`src/rtl/lcesc_pkg.sv`:
```
// Package for the channel enable and shutdown control block.
// Assumes a 32-bit AXI4-Lite register bus on a single 50 MHz clock.
package lcesc_pkg;
	// ********************************************************************
	// Register map and field layout.
	// ********************************************************************
	localparam logic [7:0] CTRL0_ADDR   = 8'h00; // host_interface_control_0.
	localparam logic [7:0] STATUS_ADDR  = 8'h04; // Live state of the block.
	localparam logic [7:0] CTRL0_RESET  = 8'h00;
	localparam int         CH3_BIT      = 7;
	localparam int         CH2_BIT      = 6;
	localparam int         CH1_BIT      = 5;
	localparam int         FGATE_BIT    = 4;
	localparam int         SDWN_BIT     = 3;
	localparam logic [1:0] RESP_OKAY    = 2'h0;
	localparam logic [1:0] RESP_SLVERR  = 2'h2;
	localparam logic [15:0] CH1_DATA_IO = 16'h0060;
	localparam logic [15:0] CH1_STAT_IO = 16'h0064;
	localparam logic [15:0] CH2_DATA_IO = 16'h0062;
	localparam logic [15:0] CH2_STAT_IO = 16'h0066;

	// Host-side address check request and its answer.
	typedef struct packed {
		logic        valid;
		logic [15:0] addr;
	} lcesc_hreq_s;
	typedef struct packed {
		logic ch1;
		logic ch2;
		logic ch3;
	} lcesc_hit_s;
endpackage

```
`src/rtl/lcesc_ctrl.sv`:
```
// Control register, channel decode gating, address gate and shutdown arming.
// Assumes an AXI4-Lite master on clock; host LPC side sampled on the same clock.
//
// Decided for this implementation: the AXI4-Lite interface to the registers and the placing of the registers.
`timescale 1ns/100ps
`default_nettype none

module lcesc_ctrl (
	input  wire logic                 clock,
	input  wire logic                 resetn,
	input  wire logic                 lpc_soft_reset,
	input  wire logic [7:0]           s_axi_awaddr,
	input  wire logic                 s_axi_awvalid,
	output logic                      s_axi_awready,
	input  wire logic [31:0]          s_axi_wdata,
	input  wire logic [3:0]           s_axi_wstrb,
	input  wire logic                 s_axi_wvalid,
	output logic                      s_axi_wready,
	output logic [1:0]                s_axi_bresp,
	output logic                      s_axi_bvalid,
	input  wire logic                 s_axi_bready,
	input  wire logic [7:0]           s_axi_araddr,
	input  wire logic                 s_axi_arvalid,
	output logic                      s_axi_arready,
	output logic [31:0]               s_axi_rdata,
	output logic [1:0]                s_axi_rresp,
	output logic                      s_axi_rvalid,
	input  wire logic                 s_axi_rready,
	input  wire lcesc_pkg::lcesc_hreq_s host_req,
	input  wire logic                 ch3_addr_match,
	output lcesc_pkg::lcesc_hit_s     host_hit,
	output logic                      host_if_enable,
	input  wire logic                 power_down_input_n,
	output logic                      hw_shutdown,
	input  wire logic                 gate_cmd_valid,
	input  wire logic                 gate_cmd_value,
	output logic                      address_gate_out,
	output logic                      gate_port_pin_oe_n,
	output logic                      gate_port_pin_sel
);
	// ********************************************************************
	// Pin synchroniser for the power-down input.
	// ********************************************************************
	logic pd_meta;
	logic pd_sync;
	logic pd_prev;

	// Two flops before use; the first flop feeds nothing else.
	always_ff @(posedge clock or negedge resetn) begin
		if (!resetn) begin
			pd_meta <= 1'b1;
			pd_sync <= 1'b1;
			pd_prev <= 1'b1;
		end else begin
			pd_meta <= power_down_input_n;
			pd_sync <= pd_meta;
			pd_prev <= pd_sync;
		end
	end

	// ********************************************************************
	// AXI4-Lite slave.
	// ********************************************************************
	logic       aw_held, next_aw_held;
	logic       w_held, next_w_held;
	logic [7:0] aw_addr, next_aw_addr;
	logic [7:0] w_byte, next_w_byte;
	logic       w_lane0, next_w_lane0;
	logic       bvalid, next_bvalid;
	logic [1:0] bresp, next_bresp;
	logic       rvalid, next_rvalid;
	logic [1:0] rresp, next_rresp;
	logic [31:0] rdata, next_rdata;
	logic       wr_fire;
	logic       rd_fire;
	logic       wr_hit;
	logic       rd_ctrl;

	// Ready while nothing of that channel is held and no response pends.
	assign s_axi_awready = !aw_held && !bvalid;
	assign s_axi_wready  = !w_held && !bvalid;
	assign s_axi_arready = !rvalid;
	assign s_axi_bvalid  = bvalid;
	assign s_axi_bresp   = bresp;
	assign s_axi_rvalid  = rvalid;
	assign s_axi_rresp   = rresp;
	assign s_axi_rdata   = rdata;

	logic [7:0] ctrl0, next_ctrl0;
	logic       sd_armed, next_sd_armed;
	logic       in_shutdown;

	// Channel handshake and register read data.
	always_comb begin
		next_aw_held = aw_held;
		next_aw_addr = aw_addr;
		next_w_held  = w_held;
		next_w_byte  = w_byte;
		next_w_lane0 = w_lane0;
		next_bvalid  = bvalid;
		next_bresp   = bresp;
		next_rvalid  = rvalid;
		next_rresp   = rresp;
		next_rdata   = rdata;
		if (s_axi_awvalid && s_axi_awready) begin
			next_aw_held = 1'b1;
			next_aw_addr = s_axi_awaddr;
		end
		if (s_axi_wvalid && s_axi_wready) begin
			next_w_held  = 1'b1;
			next_w_byte  = s_axi_wdata[7:0];
			next_w_lane0 = s_axi_wstrb[0];
		end
		if (wr_fire) begin
			next_aw_held = 1'b0;
			next_w_held  = 1'b0;
			next_bvalid  = 1'b1;
			next_bresp   = wr_hit ? lcesc_pkg::RESP_OKAY : lcesc_pkg::RESP_SLVERR;
		end else if (bvalid && s_axi_bready) begin
			next_bvalid = 1'b0;
		end
		if (rd_fire) begin
			next_rvalid = 1'b1;
			next_rresp  = lcesc_pkg::RESP_OKAY;
			if (s_axi_araddr == lcesc_pkg::CTRL0_ADDR) begin
				next_rdata = {24'h000000, ctrl0};
			end else if (s_axi_araddr == lcesc_pkg::STATUS_ADDR) begin
				next_rdata = {28'h0000000, sd_armed, in_shutdown, address_gate_out,
					host_if_enable};
			end else begin
				next_rdata = 32'h00000000;
				next_rresp = lcesc_pkg::RESP_SLVERR;
			end
		end else if (rvalid && s_axi_rready) begin
			next_rvalid = 1'b0;
		end
	end

	assign wr_fire = aw_held && w_held && !bvalid;
	assign rd_fire = s_axi_arvalid && s_axi_arready;
	assign wr_hit  = (aw_addr == lcesc_pkg::CTRL0_ADDR);
	assign rd_ctrl = rd_fire && (s_axi_araddr == lcesc_pkg::CTRL0_ADDR);

	always_ff @(posedge clock or negedge resetn) begin
		if (!resetn) begin
			aw_held <= 1'b0;
			aw_addr <= 8'h00;
			w_held  <= 1'b0;
			w_byte  <= 8'h00;
			w_lane0 <= 1'b0;
			bvalid  <= 1'b0;
			bresp   <= 2'h0;
			rvalid  <= 1'b0;
			rresp   <= 2'h0;
			rdata   <= 32'h00000000;
		end else begin
			aw_held <= next_aw_held;
			aw_addr <= next_aw_addr;
			w_held  <= next_w_held;
			w_byte  <= next_w_byte;
			w_lane0 <= next_w_lane0;
			bvalid  <= next_bvalid;
			bresp   <= next_bresp;
			rvalid  <= next_rvalid;
			rresp   <= next_rresp;
			rdata   <= next_rdata;
		end
	end

	// ********************************************************************
	// Control register and shutdown enable.
	// ********************************************************************
	logic ctrl_wr;
	logic pd_release;

	assign ctrl_wr    = wr_fire && wr_hit && w_lane0;
	assign pd_release = pd_sync && !pd_prev;

	// The shutdown bit guards against a stray set: a 1 only lands after software
	// has seen it at 0, so a blind write cannot arm it.
	always_comb begin
		next_ctrl0    = ctrl0;
		next_sd_armed = sd_armed;
		if (rd_ctrl && !ctrl0[lcesc_pkg::SDWN_BIT]) begin
			next_sd_armed = 1'b1;
		end
		if (ctrl_wr) begin
			next_ctrl0[7:4] = w_byte[7:4];
			if (!w_byte[lcesc_pkg::SDWN_BIT]) begin
				next_ctrl0[lcesc_pkg::SDWN_BIT] = 1'b0;
			end else if (sd_armed) begin
				next_ctrl0[lcesc_pkg::SDWN_BIT] = 1'b1;
			end
			next_sd_armed = 1'b0;
		end
		if (pd_release || lpc_soft_reset) begin
			next_ctrl0[lcesc_pkg::SDWN_BIT] = 1'b0;
			next_sd_armed = 1'b0;
		end
		next_ctrl0[2:0] = 3'h0;
	end

	always_ff @(posedge clock or negedge resetn) begin
		if (!resetn) begin
			ctrl0    <= lcesc_pkg::CTRL0_RESET;
			sd_armed <= 1'b0;
		end else begin
			ctrl0    <= next_ctrl0;
			sd_armed <= next_sd_armed;
		end
	end

	// ********************************************************************
	// Shutdown, host enable and address decode gating.
	// ********************************************************************
	// Power-down low shuts the module whether or not software armed it.
	assign in_shutdown    = !pd_sync;
	assign hw_shutdown    = in_shutdown;
	assign host_if_enable = |ctrl0[7:5] && !in_shutdown;

	// Host hits only reach a channel while that channel is enabled.
	always_comb begin
		host_hit.ch1 = host_if_enable && ctrl0[lcesc_pkg::CH1_BIT] && host_req.valid &&
			(host_req.addr == lcesc_pkg::CH1_DATA_IO ||
			 host_req.addr == lcesc_pkg::CH1_STAT_IO);
		host_hit.ch2 = host_if_enable && ctrl0[lcesc_pkg::CH2_BIT] && host_req.valid &&
			(host_req.addr == lcesc_pkg::CH2_DATA_IO ||
			 host_req.addr == lcesc_pkg::CH2_STAT_IO);
		host_hit.ch3 = host_if_enable && ctrl0[lcesc_pkg::CH3_BIT] && host_req.valid &&
			ch3_addr_match;
	end

	// ********************************************************************
	// Fast address gate.
	// ********************************************************************
	logic gate_state, next_gate_state;

	always_comb begin
		next_gate_state = gate_state;
		if (!ctrl0[lcesc_pkg::FGATE_BIT]) begin
			next_gate_state = 1'b1;
		end else if (gate_cmd_valid) begin
			next_gate_state = gate_cmd_value;
		end
	end

	always_ff @(posedge clock or negedge resetn) begin
		if (!resetn) begin
			gate_state <= 1'b1;
		end else begin
			gate_state <= next_gate_state;
		end
	end

	// Open drain: only a low is driven; a high releases the pin to the pull-up.
	assign address_gate_out   = gate_state;
	assign gate_port_pin_sel  = ctrl0[lcesc_pkg::FGATE_BIT];
	assign gate_port_pin_oe_n = !(ctrl0[lcesc_pkg::FGATE_BIT] && !gate_state);

	// ********************************************************************
	// Checks.
	// ********************************************************************
	ch1_gate_a: assert property (@(posedge clock) disable iff (!resetn)
		host_hit.ch1 |-> ctrl0[lcesc_pkg::CH1_BIT]) else $error("ch1 hit while disabled");
	ch2_gate_a: assert property (@(posedge clock) disable iff (!resetn)
		host_hit.ch2 |-> ctrl0[lcesc_pkg::CH2_BIT]) else $error("ch2 hit while disabled");
	ch3_gate_a: assert property (@(posedge clock) disable iff (!resetn)
		host_hit.ch3 |-> ctrl0[lcesc_pkg::CH3_BIT]) else $error("ch3 hit while disabled");
	host_enable_a: assert property (@(posedge clock) disable iff (!resetn)
		host_if_enable == (|ctrl0[7:5] && pd_sync)) else $error("host enable wrong");
	gate_idle_a: assert property (@(posedge clock) disable iff (!resetn)
		!ctrl0[lcesc_pkg::FGATE_BIT] |=> gate_state) else $error("gate not held high");
	gate_od_a: assert property (@(posedge clock) disable iff (!resetn)
		!gate_port_pin_oe_n |-> !address_gate_out) else $error("gate drives high");
	sd_blind_a: assert property (@(posedge clock) disable iff (!resetn)
		(ctrl_wr && !sd_armed && !ctrl0[lcesc_pkg::SDWN_BIT]) |=>
		!ctrl0[lcesc_pkg::SDWN_BIT]) else $error("blind set of shutdown enable");
	sd_release_a: assert property (@(posedge clock) disable iff (!resetn)
		$rose(pd_sync) |=> !ctrl0[lcesc_pkg::SDWN_BIT]) else $error("release kept enable");
	shutdown_a: assert property (@(posedge clock) disable iff (!resetn)
		!pd_sync |-> (hw_shutdown && !host_if_enable)) else $error("no shutdown");
	low_bits_a: assert property (@(posedge clock) disable iff (!resetn)
		ctrl0[2:0] == 3'h0) else $error("reserved bits set");
	wr_cov: cover property (@(posedge clock) disable iff (!resetn) ctrl_wr);
	arm_cov: cover property (@(posedge clock) disable iff (!resetn)
		$rose(ctrl0[lcesc_pkg::SDWN_BIT]));
	hit_cov: cover property (@(posedge clock) disable iff (!resetn) host_hit.ch3);
endmodule // lcesc_ctrl

`default_nettype wire

```
`config.mk`:
```
export PLATFORM = sky130hd
export DESIGN_NAME = lcesc_ctrl
export DESIGN_NICKNAME = d
export VERILOG_FILES = /design/src/rtl/lcesc_pkg.sv /design/src/rtl/lcesc_ctrl.sv
export SDC_FILE = /design/constraint.sdc
export NUM_CORES = 1
export LEC_CHECK = 0
export ABC_AREA = 0
export BUFFER_PORTS_ARGS = -buffer_cell sky130_fd_sc_hd__buf_2
export CAP_MARGIN = 20
export CORE_UTILIZATION = 24
export CTS_CLUSTER_SIZE = 20
export DETAILED_ROUTE_END_ITERATION = 10
export PLACE_DENSITY = 0.53
export SETUP_SLACK_MARGIN = 0.15
export SLEW_MARGIN = 10
export SYNTH_ARGS = -nofsm -noshare
export SYNTH_HDL_FRONTEND = slang
export SYNTH_SLANG_ARGS = --single-unit
```
`constraint.sdc`:
```
create_clock -name clock -period 3.3 [get_ports clock]
set_input_delay 0.99 -clock clock [delete_from_list [all_inputs] [get_ports clock]]
set_output_delay 0.99 -clock clock [all_outputs]
set_load 0.05 [all_outputs]
```
==> run summary, run 1 <==
The total congestion overflow after global routing is 0. In this run, the number of DRC markers left after iteration 0 of detailed routing was 53. The initial antenna violation count is 0. The effective utilization at floorplan is 24.73%. The number of pins with negative max-slew slack in the final report is 0.

The number of antenna diodes in the final layout is 0. The maximum achievable frequency is 0.3282 GHz. The post-synthesis cell area is 0.001784 mm². The worst register-to-register path begins at aw_addr[1]. After synthesis the netlist holds a flip-flop and latch count of 38. The post-route setup TNS is 0 ns. Synthesis instantiated 35 different standard cells from the library. The first global-routing pass estimated 5699 µm of wire. The maximum buffer depth of the clock tree came out at 2.

The slew of the pin with the lowest slew margin came out at 0.8459 ns. In this run the horizontal extent of the chip is 88.22 µm. In the layout the commonest cells are buf_2 (72), dfrtp_1 (34), conb_1 (26), mux2_2 (15), nand2_1 (7). The area of the core is 0.007214 mm². The worst path in the final design needs a cycle of 3.047 ns, including I/O delays and setup.

The hold violation total from the final report came to 0. Post-CTS repair changed the size of 0 cells. The required time at the endpoint of the critical path is 2.31 ns.

Headroom to the max-slew limit came out at 43.60%. The maximum vdd ir drop came out at 0.0004885 V. Across the run, the number of max-cap violations was 0. Dividing the detail-routed via count by the number of cells gives 4.022. The setup path with the least slack is of type in2out. The overall die height came out at 88.22 µm. The TritonCTS buffer count is 5. The average footprint of a synthesized cell came out at 12.22 µm². The total of buffers placed on input and output ports is 72. Setup repair after global routing left no endpoint under its margin.

The most used flip-flop cell after synthesis is dfrtp_1. The relative area change from synthesis to final layout came out at 25.32%. After the last flow step, the layout net total stands at 302. Routability-driven placement finished with a final weighted congestion of 0.6359. The number of search-and-repair iterations in the first detailed-routing pass is 4. The worst path uses 92.34% of the clock period.

The depth of the worst register-to-register path came out at 3. The clock root buffer is clkbuf_8. The number of buffers inserted by hold repair at cts came out at 0. The largest net degree at the start of global routing came out at 39. The final routed wire length divided by cell count is 11.47 µm. The worst setup path is captured at a primary output. In this run the power density over the cells is 649.2 mW/mm². TritonCTS built the clock tree. The number of clock sinks is 38. The critical path startpoint is host_req[0]. Across every metal layer, demand over resource in global routing totals 9.859%. The overall die area is 0.007783 mm².

The I/O pin count came out at 130. The clock-pin slew reported for the worst setup and hold paths after clock tree synthesis came out at 0.07 ns. The startpoint type of the worst setup path is an input port. Buffers added to address setup during post-CTS repair amount to 0. The path category of the worst min-delay check is reg2reg. The number of standard-cell rows in the floorplan is 31. Counting instances, the worst hold path has a depth of 0. The post-route DRC violation count came out at 0. For the worst setup path, the data arrival time is 2.06 ns. The number of filler instances in the final layout is 766. Cells fill 30.99% of the core in the end. The total length of routed wires came out at 3669 µm. The run finished with clean final reports. For the final database, setup skew stands at 0.006797 ns. The synthesized instance count came out at 146. The routed layout has 1287 vias. The share of post-route cells with drive strength above 1 is 47.96%.

The async set-reset flop share out of synthesis came out at 100.0%. The most frequent standard cell in the layout excluding fill and tap cells is buf_2. The estimated wirelength of the detail-placed design is 2855 µm. The number of antenna-violating nets in the routed design is 0.

Summed over all cells, the static leakage comes to 0.001142 µW. Yosys printed 0 warnings. The maximum fanout count along the critical path is 2. The maximum level of the CTS H-tree came out at 2. The worst-skew pair later-pin latency came out at 0.28 ns. Summing the sequential cell areas from Yosys gives 53.58% of the chip area. The final setup violation count is 0. The number of global-route vias before repair is 1164. The worst hold path begins at pd_meta. Yosys mapped a number of flops with a built-in enable equal to 0.
==> worst paths after layout <==
path	endpoint	slack, ns
worst min register to register	pd_sync	0.36
max in group asynchronous	w_byte[5]	1.95
worst max-delay path	host_hit[2]	0.25
worst min-delay path	pd_sync	0.36
min in group asynchronous	aw_addr[5]	0.81
worst max register to register	ctrl0[7]	1.34
==> stage by stage <==
stage	worst slack (ns)	power [µW]	cell area [µm²]	hold WS (ns)	std cells
floorplan	-0.08441	1070	1889	0.3452	171
global placement	0.2345	1156	2160	0.3468	313
detailed placement	0.2441	1170	2160	0.3488	313
CTS	0.2392	1479	2236	0.3586	320
global route	0.1561	1544	2236	0.3558	320
finish	0.2527	1451	2236	0.3594	320
==> cell families after synthesis <==
logic type	Yosys count	share of synthesized area, %
multiplexers	20	13.39
AO/OA/AOI/OAI	17	7.784
other	1	0.2102
flip-flops	38	53.58
buffers and inverters	34	13.04
AND/OR/NAND/NOR	36	11.99
==> layout make-up <==
cell class	count	area [µm²]	share of cell area [%]
clock buffer	7	76.32	3.414
inverter	5	18.77	0.8394
multi-input combinational	99	700.7	31.34
sequential	38	955.9	42.75
tap	99	123.9	5.540
timing repair buffer	72	360.3	16.12
==> routing by layer <==
layer / share of wire (%) / track usage [%] / vias up
met5: 0 / 0 / -
met4: 1.1 / 3.959 / 0
met3: 9.3 / 4.104 / 5
met2: 44 / 14.97 / 68
met1: 46 / 12.45 / 598
li1: - / - / 616
==> synth_stat cells (2+ instances only) <==
cell type	n	area share, %
or4_4	2	1.3
mux2_4	4	3.4
nor2b_1	3	1.1
mux2_2	15	9.5
a32o_1	3	1.7
nor2_1	6	1.3
a22o_1	5	2.5
dfstp_2	4	5.9
nand2_1	7	1.5
dfrtp_1	34	48
and4b_1	2	1.1
o21ai_0	3	0.84
buf_4	26	11
clkbuf_1	2	0.42
inv_1	5	1.1
nor3_1	3	0.84
nor4_1	4	1.4
==> power by group <==
| group | switching [µW] | total, µW | internal (µW) |
|---|---|---|---|
| clock network | 153 | 299 | 146 |
| registers | 78.6 | 670 | 591 |
| logic | 304 | 483 | 178 |
| total | 536 | 1450 | 915 |
==> worst max-delay path: stages <==
cell     delay, ns
buf_2         0.10
nor4_1        0.25
nand3_1       0.16
nor4b_2       0.26
buf_2         0.30
==> state kept, by name, summed over array words and instances (netlist names), 5 cells and up <==
name,count
aw_addr,8
s_axi_rdata,8
ctrl0,5
w_byte,5
Power figures use the tool's default switching activity.
==> inputs of run 2 (changes only) <==
--- a/config.mk
+++ b/config.mk
@@ -8,10 +8,12 @@
 export ABC_AREA = 0
 export BUFFER_PORTS_ARGS = -buffer_cell sky130_fd_sc_hd__buf_2
 export CAP_MARGIN = 20
+export CELL_PAD_IN_SITES_DETAIL_PLACEMENT = 2
+export CELL_PAD_IN_SITES_GLOBAL_PLACEMENT = 2
 export CORE_UTILIZATION = 24
 export CTS_CLUSTER_SIZE = 20
 export DETAILED_ROUTE_END_ITERATION = 10
-export PLACE_DENSITY = 0.53
+export PLACE_DENSITY = 0.85
 export SETUP_SLACK_MARGIN = 0.15
 export SLEW_MARGIN = 10
 export SYNTH_ARGS = -nofsm -noshare
==> run 2 against run 1 <==
Effect of this change: utilization up 0.33 points; total power up 2.4%; cell count up 0.31%; clock-buffer cell count unchanged; largest cell class unchanged; combinational power up 2%; sequential power about the same; cell area up 1.1%; flip-flop and latch count unchanged; first-iteration DRC count down 42%; clock skew down 0.0012 ns.
==> run summary, run 2 (same netlist as run 1, synthesis figures left out) <==
The ratio of routed vias to standard cells came out at 4.106 (+2.1%). The slowest library cell on the worst path is nor4b_2. The critical path in this run is classified as in2out. The number of standard-cell rows in the floorplan came out at 31 (unchanged).

The post-route clock period utilization is 91.44% (-0.91 points). The maximum cell stage delay along the critical path came out at 0.27 ns (-0.03 ns). The share of post-route cells with drive strength above 1 is 49.10% (+1.1 points).

The overall die area came out at 0.007783 mm² (unchanged). The switching power share of the total is 36.84% (-0.10 points). The I/O pin count came out at 130 (unchanged). The area of the core came out at 0.007214 mm² (unchanged). The maximum fanout count along the critical path is 2 (unchanged). The global-route wire length before repair is 6775 µm (+19%).

The effective utilization at floorplan came out at 24.73% (unchanged). The run finished with clean final reports. The overall die height came to 88.22 µm (unchanged). The required time at the endpoint of the critical path is 2.31 ns (about the same). The startpoint identified for the worst hold timing path is pd_meta. The relative area change from synthesis to final layout is 26.65%. The number of filler instances in the final layout came out at 836 (+9.1%). The total setup buffers inserted after CTS is 0 (unchanged).

Setup repair after global routing left no endpoint under its margin. The number of buffers inserted by hold repair at cts came out at 0 (unchanged). The number of pins with negative max-slew slack in the final report is 0 (unchanged). The final core utilization is 31.32% (+0.33 points). The worst slack at placement was 0.1980 ns (-0.04617 ns).

The overall via count from detail_route is 1318 (+2.4%). The TritonCTS clock tree is built. The startpoint type of the worst setup path is an input port.

The root buffer cell chosen for the clock tree is clkbuf_8. In this run the critical register-to-register path is captured at ctrl0[7]. The maximum vdd ir drop came to 0.0002621 V (-46%). The largest net degree at the start of global routing is 39 (unchanged).

The total power after layout came out at 1486 µW (+2.4%). The maximum level of the CTS H-tree is 2 (unchanged). The number of clock sinks is 38 (unchanged). The total of buffers placed on input and output ports came to 72 (unchanged).

The antenna cell count was 0 (unchanged). The clock network fraction of total power is 21.7% (+1.1 points). The total length of routed wires was 4285 µm (+17%). The total global routing track utilization was 11.44% (+1.6 points).

The total congestion overflow after global routing is 0 (unchanged). The depth of the worst register-to-register path came to 3 (unchanged). The worst-skew pair later-pin latency is 0.28 ns (about the same). The number of search-and-repair iterations in the first detailed-routing pass is 4 (unchanged). The hold violation total from the final report came out at 0 (unchanged). The initial antenna violation count is 0 (unchanged). The number of global-route vias before repair is 1439 (+24%). The path category of the worst min-delay check is reg2reg.

The startpoint identified for the worst register-to-register timing path is aw_addr[7]. The worst setup path is captured at a primary output. The power density relative to cell area came out at 657.8 mW/mm² (+1.3%).

The most frequent standard cell in the layout excluding fill and tap cells is buf_2. The number of DRC markers after the initial detailed-route iteration came to 31 (-42%). The worst clock skew came out at 0.005572 ns (-0.001224 ns). The internal power came to 938.7 µW (+2.6%). The share of total power in sequential cells is 45.3% (-0.8 points). The total of cells resized after clock tree synthesis came out at 0 (unchanged).

The proportion of power drawn by combinational gates is 33.0% (-0.3 points). The net switching power of the design is 547.7 µW (+2.1%). The final routed wire length divided by cell count is 13.35 µm (+16%). The number of violations of the max-capacitance limit is 0 (unchanged).

The post-route DRC violation count is 0 (unchanged). The number of antenna-violating nets in the routed design was 0 (unchanged). The clock-pin slew reported for the worst setup and hold paths after clock tree synthesis came out at 0.07 ns (about the same).

The leakage component of the power came to 0.001152 µW (+0.90%). The maximum buffer depth of the clock tree is 2 (unchanged). The routability-driven placement congestion ratio is 0.7145 (+12%). The worst-case setup margin in the final layout came out at 0.2826 ns (+0.02988 ns).

The slew of the pin with the lowest slew margin came out at 0.8544 ns (+0.008470 ns). The post-route setup TNS is 0 ns (unchanged). The minimum hold slack came to 0.3577 ns (-0.001689 ns). The top cell types in the final layout, fill and taps aside, are buf_2 (71), dfrtp_1 (34), conb_1 (26), mux2_2 (15), nand2_1 (7). The floorplan die width was 88.22 µm (unchanged). The setup slack of the most critical reg-to-reg path came out at 1.32 ns (-0.02 ns). The minimum clock period after layout came out at 3.017 ns (-0.02988 ns). Traced cell by cell, the critical path runs through buf_2 -> nor4_2 -> nand3_1 -> nor4b_2 -> buf_4. The maximum achievable frequency is 0.3314 GHz (+0.99%).

The hold path depth is 0 (unchanged). The final setup violation count is 0 (unchanged). The TritonCTS buffer count is 5 (unchanged). The worst slew slack as a fraction of its limit is 43.04% (-0.56 points).

The capture endpoint of the worst hold path is pd_sync. The net count of the finished layout came out at 302 (unchanged). The estimated wirelength of the detail-placed design came out at 3523 µm (+23%). The data arrival time of the worst path came to 2.03 ns (-0.03 ns).
## run 2: cell count changes in the layout (fill, tap and decap cells not counted), sizes merged
cell / previous run / this run
clkinv: 0 / 1
## run 2: layout make-up
class,instances,area [µm²],share of cell area (%)
flip-flops and latches,38,955.9,42.30
multi-input cells,99,706.9,31.28
repair buffers,72,362.8,16.06
well taps,99,123.9,5.482
clock buffers,7,86.33,3.821
inverters,5,18.77,0.8306
clock inverters,1,5.005,0.2215
## run 2: worst max path at each step
stage / slack (ns) / startpoint / end
3_5_place_dp: 0.20 / host_req[0] / host_hit[2]
4_1_cts: 0.19 / host_req[0] / host_hit[2]
2_1_floorplan: -0.08 / host_req[0] / host_hit[2]
6_report: 0.28 / host_req[0] / host_hit[2]
5_1_grt: 0.19 / host_req[0] / host_hit[2]
3_3_place_gp: 0.20 / host_req[0] / host_hit[2]
## run 2: per-stage QoR
| step | instances | cell area, µm² |
|---|---|---|
| 2_1_floorplan | 171 | 1889 |
| 3_3_place_gp | 313 | 2160 |
| 3_5_place_dp | 313 | 2160 |
| 4_1_cts | 321 | 2251 |
| 5_1_grt | 321 | 2260 |
| 6_report | 321 | 2260 |
## run 2: critical path: cells and delay by family
kind | cells | cell delay [ns]
and+or+nand+nor | 3 | 0.69
buffers and inverters | 2 | 0.34
## run 2: routing by layer
metal / wire (µm) / track usage, % / part of all wire (%) / up-vias
li1: - / - / - / 614
met2: 2298 / 21.47 / 54 / 52
met5: 0 / 0 / 0 / -
met4: 36 / 2.786 / 0.84 / 0
met3: 321 / 3.638 / 7.5 / 4
met1: 1628 / 12.43 / 38 / 648
## run 2: power by group through the flow
stage          clock [µW]  combinational [µW]  sequential (µW)
2_1_floorplan           0                 360              711
3_3_place_gp            0                 481              674
3_5_place_dp            0                 499              687
4_1_cts               341                 500              677
5_1_grt               361                 534              693
6_report              323                 491              673
==> inputs of run 3 (changes only) <==
--- a/config.mk
+++ b/config.mk
@@ -8,12 +8,12 @@
 export ABC_AREA = 0
 export BUFFER_PORTS_ARGS = -buffer_cell sky130_fd_sc_hd__buf_2
 export CAP_MARGIN = 20
-export CELL_PAD_IN_SITES_DETAIL_PLACEMENT = 2
-export CELL_PAD_IN_SITES_GLOBAL_PLACEMENT = 2
+export CELL_PAD_IN_SITES_DETAIL_PLACEMENT = 1
+export CELL_PAD_IN_SITES_GLOBAL_PLACEMENT = 1
 export CORE_UTILIZATION = 24
 export CTS_CLUSTER_SIZE = 20
 export DETAILED_ROUTE_END_ITERATION = 10
-export PLACE_DENSITY = 0.85
+export PLACE_DENSITY = 0.69
 export SETUP_SLACK_MARGIN = 0.15
 export SLEW_MARGIN = 10
 export SYNTH_ARGS = -nofsm -noshare
==> constraint.sdc (replaced) <==
create_clock -name clock -period 3.3 [get_ports clock]
set_input_delay 0.165 -clock clock [delete_from_list [all_inputs] [get_ports clock]]
set_output_delay 0.165 -clock clock [all_outputs]
set_load 0.05 [all_outputs]
==> run 3 against run 2 <==
Effect of this change: the run now ends with negative hold slack left; largest power group unchanged; routed wire length decreased by 10%; sequential share of layout area increased by 0.47 points; clock power decreased by 11%; global-route usage decreased by 1.0 points; combinational power about the same; largest cell class unchanged; hold slack got worse by 0.37 ns; non-clock buffer count increased by 1; clock skew decreased by 0.0027 ns; utilization decreased by 0.35 points; setup slack improved by 1.0 ns; cell count unchanged; flip-flop and latch count unchanged.
==> run summary, run 3 (same netlist as run 1, synthesis figures left out) <==
The maximum achievable frequency was 0.4976 GHz (+50%). The leakage component of the power came to 0.001146 µW (-0.53%). The sort of element at the end of the critical path is a primary output. The internal power is 915.9 µW (-2.4%). The number of clock sinks came out at 38 (unchanged).

The total congestion overflow after global routing is 0 (unchanged). The maximum level of the CTS H-tree is 2 (unchanged). In the layout the commonest cells are buf_2 (72), dfrtp_1 (34), conb_1 (26), mux2_2 (15), nand2_1 (7). The worst slack at placement is 1.320 ns (+1.122 ns).

CTS placed an instance of clkbuf_8 at the clock tree root. The number of DRC markers after the initial detailed-route iteration is 39 (+26%). The maximum fanout count along the critical path is 5 (+3).

The total of cells resized after clock tree synthesis is 0 (unchanged). TritonCTS built the clock tree. The maximum buffer depth of the clock tree came out at 2 (unchanged). The I/O pin count came to 130 (unchanged). The effective utilization at floorplan is 24.73% (unchanged).

The TritonCTS buffer count is 5 (unchanged). The total non-filler cell area in the finished layout is 0.002235 mm² (-1.1%). The initial antenna violation count is 0 (unchanged).

The overall die height is 88.22 µm (unchanged). The power density relative to cell area came out at 648.2 mW/mm² (-1.5%). The number of standard-cell rows in the floorplan is 31 (unchanged). The number of filler instances in the final layout came out at 851 (+1.8%).

The beginning of the worst register-to-register path is aw_addr[1]. The post-route DRC violation count came to 0 (unchanged). The worst clock skew came out at 0.002837 ns (-0.002735 ns). The share of total power in sequential cells came out at 46.3% (+1.0 points). The sequential standard cell area is 955.9 µm² (unchanged). The number of violations of the max-capacitance limit is 0 (unchanged). The worst slew slack as a fraction of its limit is 44.20% (+1.2 points). The clock-pin slew reported for the worst setup and hold paths after clock tree synthesis was 0.06 ns (about the same). The hold violation total from the final report came out at 29 (+29).

The final routed wire length divided by cell count was 11.97 µm (-10%). The worst-skew pair later-pin latency came to 0.28 ns (about the same). The checks that failed: negative hold slack. The maximum vdd ir drop came out at 0.0004067 V (+55%). The number of antenna-violating nets in the routed design came to 0 (unchanged). The antenna cell count came out at 0 (unchanged). The data arrival time of the worst path came to 1.84 ns (-0.19 ns). The net switching power of the design came out at 532.5 µW (-2.8%). The minimum hold slack is -0.01673 ns (-0.3745 ns). The run finished, with violations left. The post-route clock period utilization was 60.90% (-31 points).

The global-route wire length before repair is 6016 µm (-11%). The switching power share of the total came out at 36.76% (-0.081 points). The worst-case setup margin in the final layout is 1.290 ns (+1.008 ns). The total of buffers placed on input and output ports is 72 (unchanged). The placed instance area came out at 0.002148 mm² (-0.52%). The overall via count from detail_route came out at 1303 (-1.1%). Setup repair after global routing left no endpoint under its margin. The final setup violation count is 0 (unchanged).

The worst register-to-register path ends at ctrl0[5]. The routability-driven placement congestion ratio is 0.6880 (-3.7%). Leaving out fill and tap cells, the most frequent cell in the layout is buf_2. The setup slack of the most critical reg-to-reg path came out at 1.32 ns (about the same).

The critical path startpoint is pd_sync. The startpoint type of the worst setup path is a flip-flop. The overall die area came out at 0.007783 mm² (unchanged).

The total length of routed wires is 3842 µm (-10%). The ratio of routed vias to standard cells came out at 4.059 (-1.1%). The slew of the pin with the lowest slew margin came to 0.8370 ns (-0.01738 ns).

The minimum clock period after layout is 2.010 ns (-1.008 ns). The proportion of power drawn by combinational gates was 33.7% (+0.7 points). The share of post-route cells with drive strength above 1 came out at 46.85% (-2.3 points). From synthesis to final layout, the design area changed by 25.25%. The total global routing track utilization was 10.39% (-1.0 points). The net count of the finished layout came out at 303 (+0.33%). The floorplan die width came to 88.22 µm (unchanged). The path category of the worst min-delay check is in2async.

The worst setup path is of the reg2out kind. The post-route setup TNS is 0 ns (unchanged). The area of the core is 0.007214 mm² (unchanged). The largest net degree at the start of global routing came out at 39 (unchanged).

The footprint of the multi-input gates came out at 689.4 µm² (-2.5%). The clock network fraction of total power is 20.0% (-1.7 points). The depth of the worst register-to-register path is 3 (unchanged). The total power after layout is 1448 µW (-2.6%). The number of pins with negative max-slew slack in the final report is 0 (unchanged). The number of search-and-repair iterations in the first detailed-routing pass is 4 (unchanged). The estimated wirelength of the detail-placed design came out at 3132 µm (-11%). The number of global-route vias before repair came out at 1297 (-9.9%).

The required time at the endpoint of the critical path is 3.13 ns (+0.82 ns).
[run 3: cell types whose count changed in the layout (fill, tap and decap cells not counted), sizes merged]
cell	change
clkinv	-1
dlygate4sd3	+1
[run 3: how the worst max path moves through the flow]
stage	end	depth (start not counted)
floorplan	host_hit[2]	3
global placement	ctrl0[5]	3
detailed placement	ctrl0[5]	3
CTS	host_hit[2]	4
global route	host_hit[2]	4
finish	host_hit[2]	4
[run 3: cell type report]
| class | count | area share (%) |
|---|---|---|
| clock buffer | 7 | 3.415 |
| timing repair buffer | 73 | 16.57 |
| tap | 99 | 5.543 |
| sequential | 38 | 42.78 |
| inverter | 5 | 0.8399 |
| multi-input combinational | 99 | 30.85 |
[run 3: critical path, cell delays in order (launching register included)]
cell and delay (ns):
dfstp_2 0.59, o31a_1 0.23, nand3_1 0.12, nor4b_1 0.30, buf_2 0.32
[run 3: what timing repair did]
| item | in CTS | in global routing |
|---|---|---|
| endpoints found under the setup margin | 0 | 0 |
| buffers inserted | 0 | 0 |
| hold endpoints to repair | 1 | 0 |
| hold buffers | 1 | 0 |
[run 3: routing by layer]
layer / up-vias / wire length (µm) / track usage [%]
li1: 615 / - / -
met3: 8 / 286 / 3.265
met2: 60 / 1897 / 17.55
met4: 0 / 61 / 4.399
met1: 620 / 1595 / 12.21
met5: - / 0 / 0
[run 3: through the flow]
stage | hold WS [ns] | utilization [%] | cells
floorplan | -0.1306 | - | 171
global placement | 0.2735 | 29.78 | 313
detailed placement | 0.2726 | 29.78 | 313
CTS | 0.01369 | 30.97 | 321
global route | 0.05870 | 30.97 | 321
finish | -0.01673 | 30.97 | 321
[run 3: power by group through the flow]
stage          logic (µW)  clock network, µW  registers, µW
6_report              489                289            670
5_1_grt               533                324            693
4_1_cts               496                309            674
3_5_place_dp          494                  0            683
3_3_place_gp          482                  0            674
2_1_floorplan         359                  0            711
